--- src/pkg/pab_pkg.sv ---
// constants and helpers shared by the pipeline converter digital back end
// Functional notes
// - result appears seven clocks after its sample
// - one new word every clock after latency
// - eight redundant stages plus one flash stage
// - delay line aligns stage codes into eighteen bits
// - correction merges raw word into ten bits
// - each stage clock inverts the previous one
// - two non-overlapping phases from master clock
// - two cascaded output latches retime the word
// - format select picks output encoding
// - offset binary spans zeros to all ones
// - two's complement inverts only the msb
// - format select low offset, high two's complement
// - output enable high floats the data outputs
package pab_pkg;
   localparam int RESULT_W = 10;
   localparam int CODE_W = 2;
   localparam int STAGE_CNT = 8;
   localparam int RAW_W = 18;
   localparam int SUM_W = 11;
   localparam int RESULT_MSB_POS = 9;
   localparam int LATENCY_CYC = 7;
   localparam int WARMUP_CYC = 20;
   localparam int ALIGN_BASE_CYC = 4;
   localparam int CNT_W = 5;
   localparam logic [RESULT_W-1:0] RESULT_MAX = 10'h3ff;
   localparam logic [RESULT_W-1:0] RESULT_RST = 10'h000;
   localparam logic [CODE_W-1:0] STAGE_CODE_MAX = 2'h2;
   localparam logic OUTPUT_FORMAT_OFFSET = 1'b0;
   localparam logic OUTPUT_FORMAT_TWOS = 1'b1;

   // stage k resolves (k/2)+1 clocks after the sample; pairs share a clock because of the inverted phases
   function automatic int pab_align_depth(input int k);
      return ALIGN_BASE_CYC - (k / 2);
   endfunction

   function automatic logic [RESULT_W-1:0] pab_encode(input logic [RESULT_W-1:0] off_bin, input logic fmt);
      logic [RESULT_W-1:0] w;
      w = off_bin;
      if (fmt == OUTPUT_FORMAT_TWOS) begin
         w[RESULT_MSB_POS] = ~off_bin[RESULT_MSB_POS];
      end
      return w;
   endfunction
endpackage

--- src/hdl/pab_delay_line.sv ---
// clocked delay line for one stage code
`timescale 1ns/1ps
`default_nettype none
module pab_delay_line
   import pab_pkg::*;
#(
   parameter int WIDTH = 2,
   parameter int DEPTH = 4
) (
   input wire logic clk_sys_in, // master sample clock
   input wire logic rst_in, // async reset, high
   input wire logic [WIDTH-1:0] data_in, // code entering the line
   output logic [WIDTH-1:0] data_out // code DEPTH clocks later
);
   logic [WIDTH-1:0] tap_reg [DEPTH];
   logic [WIDTH-1:0] tap_next [DEPTH];

   always_comb begin
      tap_next[0] = data_in;
      for (int i = 1; i < DEPTH; i++) begin
         tap_next[i] = tap_reg[i-1];
      end
   end

   always_ff @(posedge clk_sys_in or posedge rst_in) begin
      if (rst_in) begin
         for (int i = 0; i < DEPTH; i++) begin
            tap_reg[i] <= '0;
         end
      end else begin
         for (int i = 0; i < DEPTH; i++) begin
            tap_reg[i] <= tap_next[i];
         end
      end
   end

   assign data_out = tap_reg[DEPTH-1];

   delay_exact_a: assert property (@(posedge clk_sys_in) disable iff (rst_in)
      tap_reg[DEPTH-1] == $past(data_in, DEPTH) || $past(rst_in, DEPTH))
      else $error("delay line depth wrong");
endmodule // pab_delay_line
`default_nettype wire

--- src/hdl/pab_backend.sv ---
// digital back end: phase generation, alignment, correction, output latches
`timescale 1ns/1ps
`default_nettype none
module pab_backend
   import pab_pkg::*;
(
   input wire logic clk_sys_in, // master sample clock
   input wire logic rst_in, // async reset, high
   input wire logic [STAGE_CNT*CODE_W-1:0] stage_code_in, // stage k code at bits 2k+1:2k
   input wire logic [CODE_W-1:0] flash_code_in, // ninth stage flash code
   input wire logic output_format_select, // low offset binary, high two's complement
   input wire logic output_enable_n_in, // low drives the data bus
   output logic phase_1_out, // sampling phase
   output logic phase_2_out, // transfer phase
   output logic [STAGE_CNT:0] stage_clk_out, // per-stage clock, alternating
   output logic [RESULT_W-1:0] data_out, // result_msb is bit 9, result_lsb bit 0
   output logic data_oe_out, // high while the data bus is driven
   output logic words_valid_out, // pipeline filled
   output logic warmup_done_out // warmup clocks elapsed
);
   // ---------------- phase generation
   logic phase_reg;
   logic phase_next;
   logic phi1_reg;
   logic phi1_next;
   logic phi2_reg;
   logic phi2_next;

   always_comb begin
      phase_next = ~phase_reg;
      // both phases follow the one phase register, so they can never overlap;
      // phase 2 waits for a first phase 1, which leaves one dead clock after reset
      phi1_next = phase_reg;
      phi2_next = ~phase_reg & (phi1_reg | phi2_reg);
   end

   always_ff @(posedge clk_sys_in or posedge rst_in) begin
      if (rst_in) begin
         phase_reg <= 1'b0;
         phi1_reg <= 1'b0;
         phi2_reg <= 1'b0;
      end else begin
         phase_reg <= phase_next;
         phi1_reg <= phi1_next;
         phi2_reg <= phi2_next;
      end
   end

   assign phase_1_out = phi1_reg;
   assign phase_2_out = phi2_reg;

   genvar g;
   generate
      for (g = 0; g <= STAGE_CNT; g++) begin : g_stage_clk
         assign stage_clk_out[g] = (g % 2 == 0) ? phase_reg : ~phase_reg;
      end
   endgenerate

   phase_nonoverlap_a: assert property (@(posedge clk_sys_in) disable iff (rst_in)
      !(phi1_reg && phi2_reg))
      else $error("phases overlap");

   phase_alternate_a: assert property (@(posedge clk_sys_in) disable iff (rst_in)
      phi1_reg |=> !phi1_reg ##1 phi1_reg)
      else $error("sampling phase does not alternate");

   stage_clk_invert_a: assert property (@(posedge clk_sys_in) disable iff (rst_in)
      stage_clk_out[STAGE_CNT:1] == ~stage_clk_out[STAGE_CNT-1:0] && ($changed(stage_clk_out[0]) || $past(rst_in)))
      else $error("neighbour stage clocks not inverted");

   // ---------------- alignment delay line
   logic [RAW_W-1:0] raw_aligned;

   generate
      for (g = 0; g < STAGE_CNT; g++) begin : g_align
         pab_delay_line #(
            .WIDTH(CODE_W),
            .DEPTH(pab_align_depth(g))
         ) u_line (
            .clk_sys_in(clk_sys_in),
            .rst_in(rst_in),
            .data_in(stage_code_in[g*CODE_W +: CODE_W]),
            .data_out(raw_aligned[RAW_W-1-g*CODE_W -: CODE_W])
         );
      end
   endgenerate
   assign raw_aligned[CODE_W-1:0] = flash_code_in;

   // ---------------- error correction
   function automatic logic [RESULT_W-1:0] pab_correct(input logic [RAW_W-1:0] raw);
      logic [SUM_W-1:0] sum;
      logic [CODE_W-1:0] c;
      sum = {{(SUM_W-CODE_W){1'b0}}, raw[CODE_W-1:0]};
      for (int k = 0; k < STAGE_CNT; k++) begin
         c = raw[RAW_W-1-k*CODE_W -: CODE_W];
         // a redundant stage never legally reports 3; clamp so a stray code cannot wrap
         if (c > STAGE_CODE_MAX) begin
            c = STAGE_CODE_MAX;
         end
         sum = sum + SUM_W'({{(SUM_W-CODE_W){1'b0}}, c} << (STAGE_CNT - k));
      end
      if (sum > {1'b0, RESULT_MAX}) begin
         return RESULT_MAX;
      end
      return sum[RESULT_W-1:0];
   endfunction

   logic [RESULT_W-1:0] corr_word;
   assign corr_word = pab_correct(raw_aligned);

   correct_fullscale_a: assert property (@(posedge clk_sys_in) disable iff (rst_in)
      (raw_aligned == {{STAGE_CNT{STAGE_CODE_MAX}}, 2'h3}) |-> corr_word == RESULT_MAX)
      else $error("full scale codes do not correct to all ones");

   correct_zero_a: assert property (@(posedge clk_sys_in) disable iff (rst_in)
      (raw_aligned == '0) |-> corr_word == RESULT_RST)
      else $error("zero codes do not correct to zero");

   // ---------------- output latches
   logic [RESULT_W-1:0] latch1_reg;
   logic [RESULT_W-1:0] latch1_next;
   logic [RESULT_W-1:0] latch2_reg;
   logic [RESULT_W-1:0] latch2_next;

   always_comb begin
      latch1_next = pab_encode(corr_word, output_format_select);
      latch2_next = latch1_reg;
   end

   always_ff @(posedge clk_sys_in or posedge rst_in) begin
      if (rst_in) begin
         latch1_reg <= RESULT_RST;
         latch2_reg <= RESULT_RST;
      end else begin
         latch1_reg <= latch1_next;
         latch2_reg <= latch2_next;
      end
   end

   assign data_out = latch2_reg;
   // the enable follows the pin directly; the word itself stays registered
   assign data_oe_out = ~output_enable_n_in;

   out_latency_a: assert property (@(posedge clk_sys_in) disable iff (rst_in)
      words_valid_out && $past(words_valid_out, 2) && !$past(output_format_select, 2)
      |-> data_out[0] == $past(flash_code_in[0], 2))
      else $error("flash lsb not on bus two clocks later");

   out_offset_a: assert property (@(posedge clk_sys_in) disable iff (rst_in)
      $past(output_format_select, 2) == OUTPUT_FORMAT_OFFSET && !$past(rst_in, 2) && !$past(rst_in)
      |-> data_out == $past(corr_word, 2))
      else $error("offset binary word differs from corrected word");

   out_twos_a: assert property (@(posedge clk_sys_in) disable iff (rst_in)
      $past(output_format_select, 2) == OUTPUT_FORMAT_TWOS && !$past(rst_in, 2) && !$past(rst_in)
      |-> data_out == {~$past(corr_word[RESULT_MSB_POS], 2), $past(corr_word[RESULT_MSB_POS-1:0], 2)})
      else $error("two's complement word is not msb-inverted");

   out_float_a: assert property (@(posedge clk_sys_in) disable iff (rst_in)
      output_enable_n_in |-> !data_oe_out)
      else $error("bus driven while disabled");

   // ---------------- fill and warmup tracking
   logic [CNT_W-1:0] clk_cnt_reg;
   logic [CNT_W-1:0] clk_cnt_next;

   always_comb begin
      clk_cnt_next = clk_cnt_reg;
      // saturate so the flags never fall back after a long run
      if (clk_cnt_reg < CNT_W'(WARMUP_CYC)) begin
         clk_cnt_next = clk_cnt_reg + CNT_W'(1);
      end
   end

   always_ff @(posedge clk_sys_in or posedge rst_in) begin
      if (rst_in) begin
         clk_cnt_reg <= '0;
      end else begin
         clk_cnt_reg <= clk_cnt_next;
      end
   end

   assign words_valid_out = clk_cnt_reg >= CNT_W'(LATENCY_CYC);
   assign warmup_done_out = clk_cnt_reg >= CNT_W'(WARMUP_CYC);

   valid_sticky_a: assert property (@(posedge clk_sys_in) disable iff (rst_in)
      words_valid_out |=> words_valid_out)
      else $error("valid flag dropped");

   valid_time_a: assert property (@(posedge clk_sys_in) disable iff (rst_in)
      $rose(words_valid_out) |-> $past(clk_cnt_reg) == CNT_W'(LATENCY_CYC - 1))
      else $error("valid flag at wrong count");
endmodule // pab_backend
`default_nettype wire

--- config.mk ---
export PLATFORM = sky130hd
export DESIGN_NAME = pab_backend
export DESIGN_NICKNAME = d
export VERILOG_FILES = /design/src/pkg/pab_pkg.sv /design/src/hdl/pab_delay_line.sv /design/src/hdl/pab_backend.sv
export SDC_FILE = /design/constraint.sdc
export NUM_CORES = 1
export LEC_CHECK = 0
export BUFFER_PORTS_ARGS = -buffer_cell sky130_fd_sc_hd__buf_2
export CAP_MARGIN = 20
export CORE_MARGIN = 2
export CORE_UTILIZATION = 51
export CTS_BUF_LIST = sky130_fd_sc_hd__clkbuf_4
export CTS_CLUSTER_DIAMETER = 100
export DETAILED_ROUTE_END_ITERATION = 8
export GPL_TIMING_DRIVEN = 1
export PLACE_DENSITY = 0.77
export SYNTH_ARGS = -nofsm -noshare
export SYNTH_HDL_FRONTEND = slang
export SYNTH_SLANG_ARGS = --single-unit
--- constraint.sdc ---
create_clock -name clk_sys_in -period 1.99 [get_ports clk_sys_in]
set_input_delay 0 -clock clk_sys_in [delete_from_list [all_inputs] [get_ports clk_sys_in]]
set_output_delay 0 -clock clk_sys_in [all_outputs]
set_load 0.01 [all_outputs]
Word level (Yosys, flattened, before mapping)
Cells that the tools add are included.
{"block": "op_classes", "addsub": 9, "n_mux": 12, "bitwise": 5, "order_cmp": 12}
{"cell": "$mux 10", "n": 2}
{"cell": "$gt 2x2->1 const B", "n": 8}
{"cell": "$mux 2", "n": 8}
{"cell": "$add 11x3->11", "n": 1}
{"cell": "$add 11x4->11", "n": 1}
{"cell": "$add 11x5->11", "n": 1}
{"cell": "$add 11x6->11", "n": 1}
{"cell": "$add 11x7->11", "n": 1}
{"cell": "$add 11x8->11", "n": 1}
{"cell": "$add 11x9->11", "n": 1}
{"cell": "$add 2x10->11", "n": 1}
{"cell": "$gt 11x10->1 const B", "n": 1}
{"cell": "$add 5x1->5 const B", "n": 1}
{"cell": "$ge 5x3->1 const B", "n": 1}
{"cell": "$ge 5x5->1 const B", "n": 1}
{"cell": "$lt 5x5->1 const B", "n": 1}
{"cell": "$not 1->1", "n": 3}
{"cell": "$mux 1", "n": 2}
{"cell": "$and 1x1->1", "n": 1}
{"cell": "$or 1x1->1", "n": 1}
{"block": "totals", "reg_bits": 68, "in_bits": 22, "elab_cells": 64, "out_inout_bits": 24}

Logic depth before layout (Yosys ltp)
Gate-level depths: netlist of run 1.
{"block": "depth", "depth_word": 15, "depth_mapped": 9, "mapped_depth_nobuf": 9}

Modules after synthesis
A second synthesis of run 1 with hierarchy kept.
{"block": "hier_totals", "hier_cells": 185, "hier_area_um2": 2461.1}
{"module": "pab_backend", "area_per_inst_um2": 1430.1, "instances": 1, "cells_each": 137, "seq_area_each_um2": 700.7}
{"module": "pab_delay_line at g_align[0].u_line ...", "area_per_inst_um2": 203.9, "instances": 2, "cells_each": 9, "seq_area_each_um2": 200.2}
{"module": "pab_delay_line at g_align[2].u_line ...", "area_per_inst_um2": 153.9, "instances": 2, "cells_each": 7, "seq_area_each_um2": 150.1}
{"module": "pab_delay_line at g_align[4].u_line ...", "area_per_inst_um2": 103.8, "instances": 2, "cells_each": 5, "seq_area_each_um2": 100.1}
{"module": "pab_delay_line at g_align[6].u_line ...", "area_per_inst_um2": 53.8, "instances": 2, "cells_each": 3, "seq_area_each_um2": 50.0}

Worst setup path before layout of run 1
Ideal clock, no wire load.
{"block": "synth_path", "path_type": "register to register", "startpoint": "register g_align[7].u_line.tap_reg (netlist bit g_align[7].u_line.data_out[1])", "endpoint": "register latch1_reg[9]", "t_arrival_ps": 1955, "stages_incl_launch_ff": 10, "path_slack_ps": -52, "synth_period_minus_slack_ps": 2042, "setup_time_ps": 87, "required_time_ps": 1903, "path_buffers": 0, "path_cell_list": "dfrtp_1 -> nor2b_1 -> ha_1 -> inv_1 -> fa_1 -> nor2b_1 -> o31a_2 -> o21ai_2 -> o311a_2 -> a211oi_2"}
{"block": "synth_between", "elab_chain_cells": 8}
{"item": "start, declared", "line": "pab_delay_line.sv:15", "source": "logic [WIDTH-1:0] tap_reg [DEPTH];"}
{"item": "start signal, assigned by index", "line": "pab_delay_line.sv:32", "source": "tap_reg[i] <= tap_next[i];"}
{"item": "$gt 2x2->1", "line": "pab_backend.sv:97", "source": "if (c > STAGE_CODE_MAX) begin"}
{"item": "$mux 2 (*)", "line": "pab_backend.sv:97"}
{"item": "$add 11x3->11 (*)", "line": "pab_backend.sv:100", "source": "sum = sum + SUM_W'({{(SUM_W-CODE_W){1'b0}}, c} << (STAGE_CNT - k));"}
{"item": "$gt 11x10->1", "line": "pab_backend.sv:102", "source": "if (sum > {1'b0, RESULT_MAX}) begin"}
{"item": "$mux 1", "line": "pab_backend.sv:102"}
{"item": "$mux 10 (*)", "line": "pab_backend.sv:105", "source": "return sum[RESULT_W-1:0];"}
{"item": "$not 1->1", "line": "pab_pkg.sv:42", "source": "w[RESULT_MSB_POS] = ~off_bin[RESULT_MSB_POS];"}
{"item": "$mux 1 (*)", "line": "pab_pkg.sv:41", "source": "if (fmt == OUTPUT_FORMAT_TWOS) begin"}
{"item": "named net latch1_next[9]", "line": "pab_backend.sv:121", "source": "logic [RESULT_W-1:0] latch1_next;"}
{"item": "end signal, assigned", "line": "pab_backend.sv:135", "source": "latch1_reg <= latch1_next;"}
{"item": "end, declared", "line": "pab_backend.sv:120", "source": "logic [RESULT_W-1:0] latch1_reg;"}
The timed path passes the listed nets; every way through them passes the cells marked *.
A chain may end at the register's enable or synchronous reset.

Final worst setup path of run 1
{"block": "layout_path", "startpoint": "register g_align[5].u_line.tap_reg (netlist bit g_align[5].u_line.data_out[0])", "endpoint": "register latch1_reg[9]"}
{"block": "layout_between", "elab_chain_cells": 10}
{"item": "start, declared", "line": "pab_delay_line.sv:15"}
{"item": "start signal, assigned by index", "line": "pab_delay_line.sv:32"}
{"item": "$gt 2x2->1", "line": "pab_backend.sv:97"}
{"item": "$mux 2 (*)", "line": "pab_backend.sv:97"}
{"item": "$add 11x5->11 (*)", "line": "pab_backend.sv:100"}
{"item": "$add 11x4->11 (*)", "line": "pab_backend.sv:100"}
{"item": "$add 11x3->11 (*)", "line": "pab_backend.sv:100"}
{"item": "$gt 11x10->1", "line": "pab_backend.sv:102"}
{"item": "$mux 1", "line": "pab_backend.sv:102"}
{"item": "$mux 10 (*)", "line": "pab_backend.sv:105"}
{"item": "$not 1->1", "line": "pab_pkg.sv:42"}
{"item": "$mux 1 (*)", "line": "pab_pkg.sv:41"}
{"item": "named net latch1_next[9]", "line": "pab_backend.sv:121"}
Marks and branches as above.

==> flow_summary.yaml, run 1 <==
status:
  status: "finished with violations"
  violations: "negative setup slack"
synthesis:
  synth.ff_latch_count: 68
  synth_simple_gate_area_share_pct: 8.96
  muxShareOfSynthArea_pct: 0.461
  yosysUniqueCellTypes: 34
  synth_edf_count: 0
  synth_area_leaders: "dfrtp_1 70%, ha_1 5.1%, nor2b_1 2.8%"
  yosys.area.top_type: "dfrtp_1"
  synth_compound_area_share_pct: 8.40
  synth_cells: 181
  synth-xor-area-share_pct: 1.08
  synth_top_area_share_pct: 69.6
  syn_area_sq_um: 2440
  ys_seq_area_share_pct: 69.6
  synthAdderAreaFrac_pct: 5.94
  synth_top_family_by_area: "simple AND/OR/NAND/NOR gates"
  ys.flop_type: "dfrtp_1"
  yosys_warnings: 0
  synth-async-reset-ratio_pct: 100
  synth_area_per_cell_sq_um: 13.5
  syn-num-nets: 214
worst_setup_path:
  critPathLaunch: "g_align[5].u_line.data_out[0]"
  crit_chain: "nor2b_1 > ha_1 > nor2b_4 > o31a_4 > o21ai_4 > mux2_4 > a211oi_2"
  crit_fanout: 3
  rr_startpoint: "g_align[5].u_line.data_out[0]"
  cpMaxStageDelayCell: "dfrtp_1"
  crit_family: "compound AO/OA/AOI/OAI gates"
  cp.arrival_ns: 2.35
  criticalPathCategory: "reg2reg"
  cp.required_ns: 2.33
  cp_slowest_stage_delay_ns: 0.37
  start_kind: "flip-flop"
  cp-end-kind: "flip-flop"
  reg2reg_slack_ns: -0.03
  timing.critical_path.buf_inv: 0
timing:
  timing.hold.ws_ns: 0.0447
  period_share_pct: 101
  fin_ws_ns: -0.0269
  finalSetupViolations: 1
  max_freq_mhz: 496
  min_period_ns: 2.02
  tightest_slew_ns: 0.417
  fin_skew_ns: 0.0113
  rsz0062_at_grt: "yes"
  setup_tns_ns: -0.0269
  slew_headroom_pct: 71.9
  finalHoldViolations: 0
  drv_slew: 0
cells_and_area:
  ff_latch_area_sq_um: 1700
  antenna_cells: 0
  drive_gt1_share_pct: 33.3
  final_common_cell: "dfrtp_1"
  mostFrequentLayoutCells: "68 x dfrtp_1, 45 x buf_2, 20 x dlygate4sd3_1"
  syn_to_final_growth_pct: 29.6
  fillers: 329
  multi_input_area_sq_um: 683
  utilization_pct: 67.9
  largest_reg_flops: 24
  nets: 289
  stdcell_area_sq_um: 3170
die:
  rows: 25
  start_util_pct: 52.4
  die_area_sq_um: 5360
  die_y_um: 73.2
  pin_count: 46
  core_area_sq_um: 4660
  die_width_um: 73.2
detailed_routing:
  dr.pass1.iters: 4
  routed_via_density: 4.88
  avgRoutedWirePerCell_um: 12.3
  ant_nets: 0
  vias: 1537
  route.detailed.drc: 0
  routed_wl_um: 3860
  drt-initial-drc-count: 74
clocking:
  htreeDepth: 3
  clkSlewWorstSetupHoldPaths_ns: 0.13
  cts_tree: "built"
  cts_root_buf: "clkbuf_4"
  numCtsBuffers: 9
  clk_latency_ns: 0.42
  clock_sinks: 68
  clk_path_buf_depth: 2
grt:
  grt_pass1_vias: 1507
  grt_usage_pct: 17.3
  grt_pass1_wl_um: 6630
  antenna_found_initial: 0
  grt_overflow_total: 0
  grt_max_degree: 31
power:
  p_leak_nw: 1.50
  max-vdd-ir-drop_v: 0.000564
  cellPowerDensity_nw_per_um2: 855
  fin_total_pwr_mw: 2.71
placement:
  port_buffers: 45
  dpl.hpwl_um: 2280
  gp_congestion: 0.851
  dpl_cell_area_sq_um: 2720
min_path:
  hold_path_class: "in2async"
run:
  drv_cap: 0
power breakdown:
part | total [mW] | leakage [nW] | internal, mW | switching, mW
registers | 1.51 | 0.784 | 1.48 | 0.0253
clock network | 0.897 | 0.0706 | 0.389 | 0.508
logic | 0.305 | 0.644 | 0.151 | 0.154
total | 2.71 | 1.50 | 2.02 | 0.687
final cells by class:
| type | count | area share (%) |
|---|---|---|
| sequential | 68 | 53.7 |
| inverter | 13 | 1.54 |
| tap | 54 | 2.13 |
| clock inverter | 7 | 2.37 |
| timing repair buffer | 78 | 16.5 |
| multi-input combinational | 86 | 21.6 |
| clock buffer | 9 | 2.13 |
cell usage after synthesis, types with 2 or more instances:
| library cell | number |
|---|---|
| dfrtp_1 | 68 |
| inv_1 | 13 |
| nor2b_1 | 11 |
| ha_1 | 10 |
| buf_4 | 9 |
| nand2_1 | 9 |
| nor2_1 | 7 |
| a21oi_1 | 6 |
| o21ai_0 | 6 |
| clkbuf_1 | 5 |
| nor3_1 | 4 |
| o21a_1 | 4 |
| nand3_1 | 3 |
| a211oi_2 | 2 |
| a31oi_1 | 2 |
| nand2b_1 | 2 |
| o21ai_2 | 2 |
| xnor2_1 | 2 |
metrics by stage:
stage	worst slack, ns	std cells
after floorplan	-0.0142	181
after global placement	-0.0709	273
after detailed placement	-0.149	273
after CTS	-0.0514	314
after global routing	-0.111	315
final	-0.0269	315
cell families after synthesis:
kind of cell,count (synthesis)
xor gates and xnor gates,3
and+or+nand+nor,42
AOI/OAI and AO/OA,29
adders and majority gates,11
buffers and inverters,27
muxes,1
DFF,68
path summary, 6_finish.rpt:
kind                                                  to  depth (start not counted)
setup / recovery                           latch1_reg[9]                          7
hold / removal             g_align[1].u_line.tap_next[4]                          3
setup reg to reg                           latch1_reg[9]                          7
hold reg to reg            g_align[5].u_line.data_out[0]                          0
max in group asynchronous                    data_out[6]                          4
min in group clk_sys_in    g_align[1].u_line.tap_next[5]                          2
metal layers:
metal / vias up / share of wire, % / track usage [%]
met5: - / 0 / 0
met4: 0 / 1.5 / 8.64
met3: 9 / 4.5 / 6.63
met2: 35 / 52 / 28.3
met1: 750 / 42 / 19.7
li1: 743 / - / -
repair_timing:
action / CTS / global route
hold buffers: 20 / 0
pin swaps: 6 / 3
buffers inserted: 5 / 1
gates resized for setup: 7 / 4
endpoints found under the hold margin: 87 / 0
endpoints found under the setup margin: 6 / 10
worst min-delay path: cells and delay by family:
kind / cells / cell delay, ns
buffers and inverters: 3 / 0.88
Power figures use the tool's default switching activity.
==> inputs of run 2 (changes only) <==
Settings changed: CORE_MARGIN 2 to 3, MAX_ROUTING_LAYER set to met4.
==> run 2 against run 1 <==
Compared with the run above:
- the run still ends with negative setup slack left
- critical path depth grew 4
- sequential share of layout area shrank 1.9 points
- via count rose by 1.1%
- final cell count up 0.63%
- global-route usage fell by 1.3 points
- routed wire length up 9.9%
- combinational power grew 14%
- setup slack got worse by 0.13 ns
- hold slack better by 0.18 ns
- clock power fell by 3.0%
- sequential power about the same
- critical path type unchanged
- total power rose by 0.73%
==> flow_summary.yaml, run 2 (synthesis gave the netlist of run 1 again) <==
cells_and_area:
  ff_latch_area_sq_um: 1700
  antenna_cells: 0
  nets: 293
  multi_input_area_sq_um: 738
  final_common_cell: "dfrtp_1"
  drive_gt1_share_pct: 39.2
  largest_reg_flops: 24
  syn_to_final_growth_pct: 34.3
  utilization_pct: 72.8
  fillers: 294
  final_cells: 317
  mostFrequentLayoutCells: "68 x dfrtp_1, 45 x buf_2, 20 x dlygate4sd3_1"
min_path:
  hold_path_class: "in2out"
die:
  core_area_sq_um: 4500
  start_util_pct: 54.3
  die_area_sq_um: 5660
  die_y_um: 75.2
  pin_count: 46
  die_width_um: 75.2
  rows: 24
detailed_routing:
  routed_wl_um: 4250
  dr.pass1.iters: 5
  route.detailed.drc: 0
  vias: 1554
  drt-initial-drc-count: 81
  avgRoutedWirePerCell_um: 13.4
  routed_via_density: 4.90
  ant_nets: 0
worst_setup_path:
  cp-end-kind: "flip-flop"
  cp.required_ns: 2.26
  cp.arrival_ns: 2.42
  criticalPathCategory: "reg2reg"
  crit_fanout: 2
  start_kind: "flip-flop"
clocking:
  clock_sinks: 68
  clkSlewWorstSetupHoldPaths_ns: 0.11
  cts_tree: "built"
  clk_latency_ns: 0.40
  numCtsBuffers: 9
  cts_root_buf: "clkbuf_4"
  htreeDepth: 3
  clk_path_buf_depth: 2
power:
  max-vdd-ir-drop_v: 0.000622
  power.share.switching_pct: 24.7
  p_comb_share_pct: 12.7
  p_int_mw: 2.06
  pwr-share-seq_pct: 55.4
  p_leak_nw: 1.54
  cellPowerDensity_nw_per_um2: 832
  clockPowerShare_pct: 31.9
  p_sw_mw: 0.673
timing:
  setup_tns_ns: -0.310
  timing.hold.ws_ns: 0.222
  finalSetupViolations: 2
  period_share_pct: 108
  tightest_slew_ns: 0.674
  min_period_ns: 2.15
  max_freq_mhz: 466
  slew_headroom_pct: 55.0
  finalHoldViolations: 0
  rsz0062_at_grt: "yes"
  fin_ws_ns: -0.156
  drv_slew: 0
  fin_skew_ns: 0.0110
grt:
  grt_pass1_vias: 1487
  grt_usage_pct: 16.0
  grt_max_degree: 37
  grt_pass1_wl_um: 6420
  grt_overflow_total: 0
  antenna_found_initial: 0
placement:
  dp.cells: 272
  dpl.hpwl_um: 2550
  gp_congestion: 0.850
  place_ws_ns: -0.197
  port_buffers: 45
run:
  drv_cap: 0
status:
  status: "finished with violations"
  violations: "negative setup slack"
run 2: what timing repair did:
item                                   CTS  global route
hold buffers                            20             0
endpoints found under the hold margin   51             0
setup buffers                            4             6
pin swaps                                6            12
setup endpoints to repair                5            10
resized for setup                        7            25
run 2: through the flow:
stage          cell area (sq um)  total power, mW
2_1_floorplan               2460             1.68
3_3_place_gp                2740             1.77
3_5_place_dp                2740             1.79
4_1_cts                     3140             2.70
5_1_grt                     3280             2.86
6_report                    3280             2.73
run 2: final cells by class:
class	instances	area share (%)
flip-flops and latches	68	51.9
multi-input cells	86	22.5
repair buffers	82	17.9
clock buffers	10	2.29
well taps	52	1.98
clock inverters	6	1.95
inverters	13	1.49
run 2: power by group through the flow:
stage	clock (mW)	combinational (mW)	sequential, mW
floorplan	0	0.136	1.55
global placement	0	0.244	1.53
detailed placement	0	0.250	1.54
CTS	0.891	0.298	1.51
global route	0.954	0.382	1.52
finish	0.870	0.347	1.51
run 2: worst paths after layout:
| check | slack, ns | cells past startpoint | to | start |
|---|---|---|---|---|
| max in group asynchronous | 1.15 | 4 | g_align[4].u_line.data_out[1] | rst_in |
| min reg2reg | 0.35 | 0 | g_align[3].u_line.data_out[0] | g_align[3].u_line.tap_next[0] |
| min | 0.22 | 3 | data_oe_out | output_enable_n_in |
| max | -0.16 | 11 | latch1_reg[7] | g_align[7].u_line.data_out[0] |
| max reg2reg | -0.16 | 11 | latch1_reg[7] | g_align[7].u_line.data_out[0] |
| min in group asynchronous | 0.24 | 3 | g_align[0].u_line.data_out[1] | rst_in |
run 2: critical path: stages, from the launching register on:
cell and delay, ns:
dfrtp_1 0.39, nor2b_4 0.12, ha_2 0.18, inv_2 0.06, fa_2 0.23, nor2b_4 0.05, o31a_4 0.30, buf_6 0.12
buf_6 0.10, o21a_1 0.21, nor3_1 0.16, o21ai_1 0.09
run 2: per-layer routing:
metal  wire, um  track usage (%)  up-vias
met5          0                -        -
met4         76             8.35        0
met3        210             4.41       10
met2       2120             24.9       59
met1       1840             19.2      736
li1           -                -      749
==> inputs of run 3 (changes only) <==
Settings changed: CORE_MARGIN 3 to unset.
==> run 3 against run 2 <==
Compared with the run above:
- the flow finishes with violations (design-rule violations, negative setup slack)
- highest routed layer unchanged
- critical path type unchanged
- register-to-register slack improved by 0.04 ns
- clock power fell by 11%
- largest power group unchanged
- final cell count fell by 3.8%
- clock skew fell by 0.0055 ns
==> flow_summary.yaml, run 3 (synthesis gave the netlist of run 1 again) <==
status:
  status: "finished with violations"
  violations: "design-rule violations, negative setup slack"
cells_and_area:
  syn_to_final_growth_pct: 27.0
  multi_input_area_sq_um: 678
  stdcell_area_sq_um: 3100
  antenna_cells: 0
  mostFrequentLayoutCells: "68 x dfrtp_1, 45 x buf_2, 20 x dlygate4sd3_1"
  largest_reg_flops: 24
  drive_gt1_share_pct: 31.2
  utilization_pct: 69.4
  final_cells: 305
  final_common_cell: "dfrtp_1"
  nets: 284
  fillers: 321
  ff_latch_area_sq_um: 1700
clocking:
  clk_path_buf_depth: 2
  cts_root_buf: "clkbuf_4"
  numCtsBuffers: 9
  clk_latency_ns: 0.39
  cts_tree: "built"
  htreeDepth: 3
  clkSlewWorstSetupHoldPaths_ns: 0.09
  clock_sinks: 68
detailed_routing:
  routed_wl_um: 3590
  ant_nets: 0
  avgRoutedWirePerCell_um: 11.8
  route.detailed.drc: 1
  routed_via_density: 4.93
  dr.pass1.iters: 6
  drt-initial-drc-count: 56
  vias: 1505
timing:
  tightest_slew_ns: 0.536
  drv_slew: 0
  rsz0062_at_grt: "yes"
  max_freq_mhz: 476
  slew_headroom_pct: 64.2
  timing.hold.ws_ns: 0.196
  min_period_ns: 2.10
  fin_skew_ns: 0.00551
  fin_ws_ns: -0.111
  finalHoldViolations: 0
  setup_tns_ns: -0.146
  finalSetupViolations: 2
  period_share_pct: 106
worst_setup_path:
  cp.required_ns: 2.29
  crit_fanout: 3
  cpMaxStageDelayCell: "dfrtp_1"
  cp.arrival_ns: 2.41
  cp_slowest_stage_delay_ns: 0.43
  cp-end-kind: "flip-flop"
  start_kind: "flip-flop"
  criticalPathCategory: "reg2reg"
  crit_top_cell: "nor2b_4"
  crit_chain: "nor2b_4 > ha_4 > inv_2 > fa_2 > nor2b_4 > o31a_4 > o21ai_4 > o311a_4 > a211oi_2"
die:
  die_width_um: 71.2
  pin_count: 46
  rows: 24
  start_util_pct: 54.6
  die_y_um: 71.2
  core_area_sq_um: 4470
  die_area_sq_um: 5070
power:
  cellPowerDensity_nw_per_um2: 829
  max-vdd-ir-drop_v: 0.000430
  p_leak_nw: 1.47
  fin_total_pwr_mw: 2.57
placement:
  place_ws_ns: -0.113
  dpl_cell_area_sq_um: 2730
  dp.cells: 270
  gp_congestion: 0.851
  port_buffers: 45
  dpl.hpwl_um: 2190
grt:
  grt_max_degree: 43
  grt_overflow_total: 0
  grt_pass1_wl_um: 6330
  grt_pass1_vias: 1497
  grt_usage_pct: 17.2
  antenna_found_initial: 0
run:
  drv_cap: 0
min_path:
  hold_path_class: "in2async"
## run 3: worst paths after layout
kind / startpoint / to / slack (ns) / cells past startpoint
worst max-delay path: g_align[7].u_line.data_out[1] / latch1_reg[9] / -0.11 / 9
worst min-delay path: rst_in / phase_reg / 0.20 / 3
worst max register to register: g_align[7].u_line.data_out[1] / latch1_reg[9] / -0.11 / 9
worst min register to register: g_align[1].u_line.tap_next[3] / g_align[1].u_line.tap_next[1] / 0.35 / 0
max in group asynchronous: rst_in / data_out[4] / 1.20 / 4
min in group clk_sys_in: flash_code_in[1] / latch1_reg[2] / 0.20 / 5
## run 3: layout make-up
| class | instances | share of cell area (%) |
|---|---|---|
| clock buffer | 9 | 2.18 |
| clock inverter | 4 | 1.41 |
| inverter | 13 | 1.57 |
| multi-input combinational | 86 | 21.9 |
| sequential | 68 | 54.8 |
| tap | 52 | 2.10 |
| timing repair buffer | 73 | 16.0 |
## run 3: routing by layer
| layer | wire (um) | GRT usage, % | vias up |
|---|---|---|---|
| met5 | 0 | - | - |
| met4 | 48 | 11.1 | 0 |
| met3 | 177 | 4.92 | 6 |
| met2 | 1850 | 26.9 | 56 |
| met1 | 1510 | 19.6 | 713 |
| li1 | - | - | 730 |
## run 3: power breakdown
group / leakage [nW] / switching [mW] / internal (mW)
sequential: 0.784 / 0.0254 / 1.48
clock: 0.0649 / 0.415 / 0.355
combinational: 0.623 / 0.149 / 0.147
total: 1.47 / 0.589 / 1.98
## run 3: timing repair
item / CTS / global route
setup buffers: 2 / 0
pin swaps: 5 / 6
hold buffers: 20 / 0
setup endpoints to repair: 3 / 10
resized for setup: 3 / 7
endpoints found under the hold margin: 45 / 0
## run 3: critical path: cells and delay by family, from the launching register on
kind,cells,cell delay [ns]
compound gates,4,0.73
fa+ha+maj,2,0.53
flops,1,0.43
simple gates,2,0.29
buf+inv,1,0.04
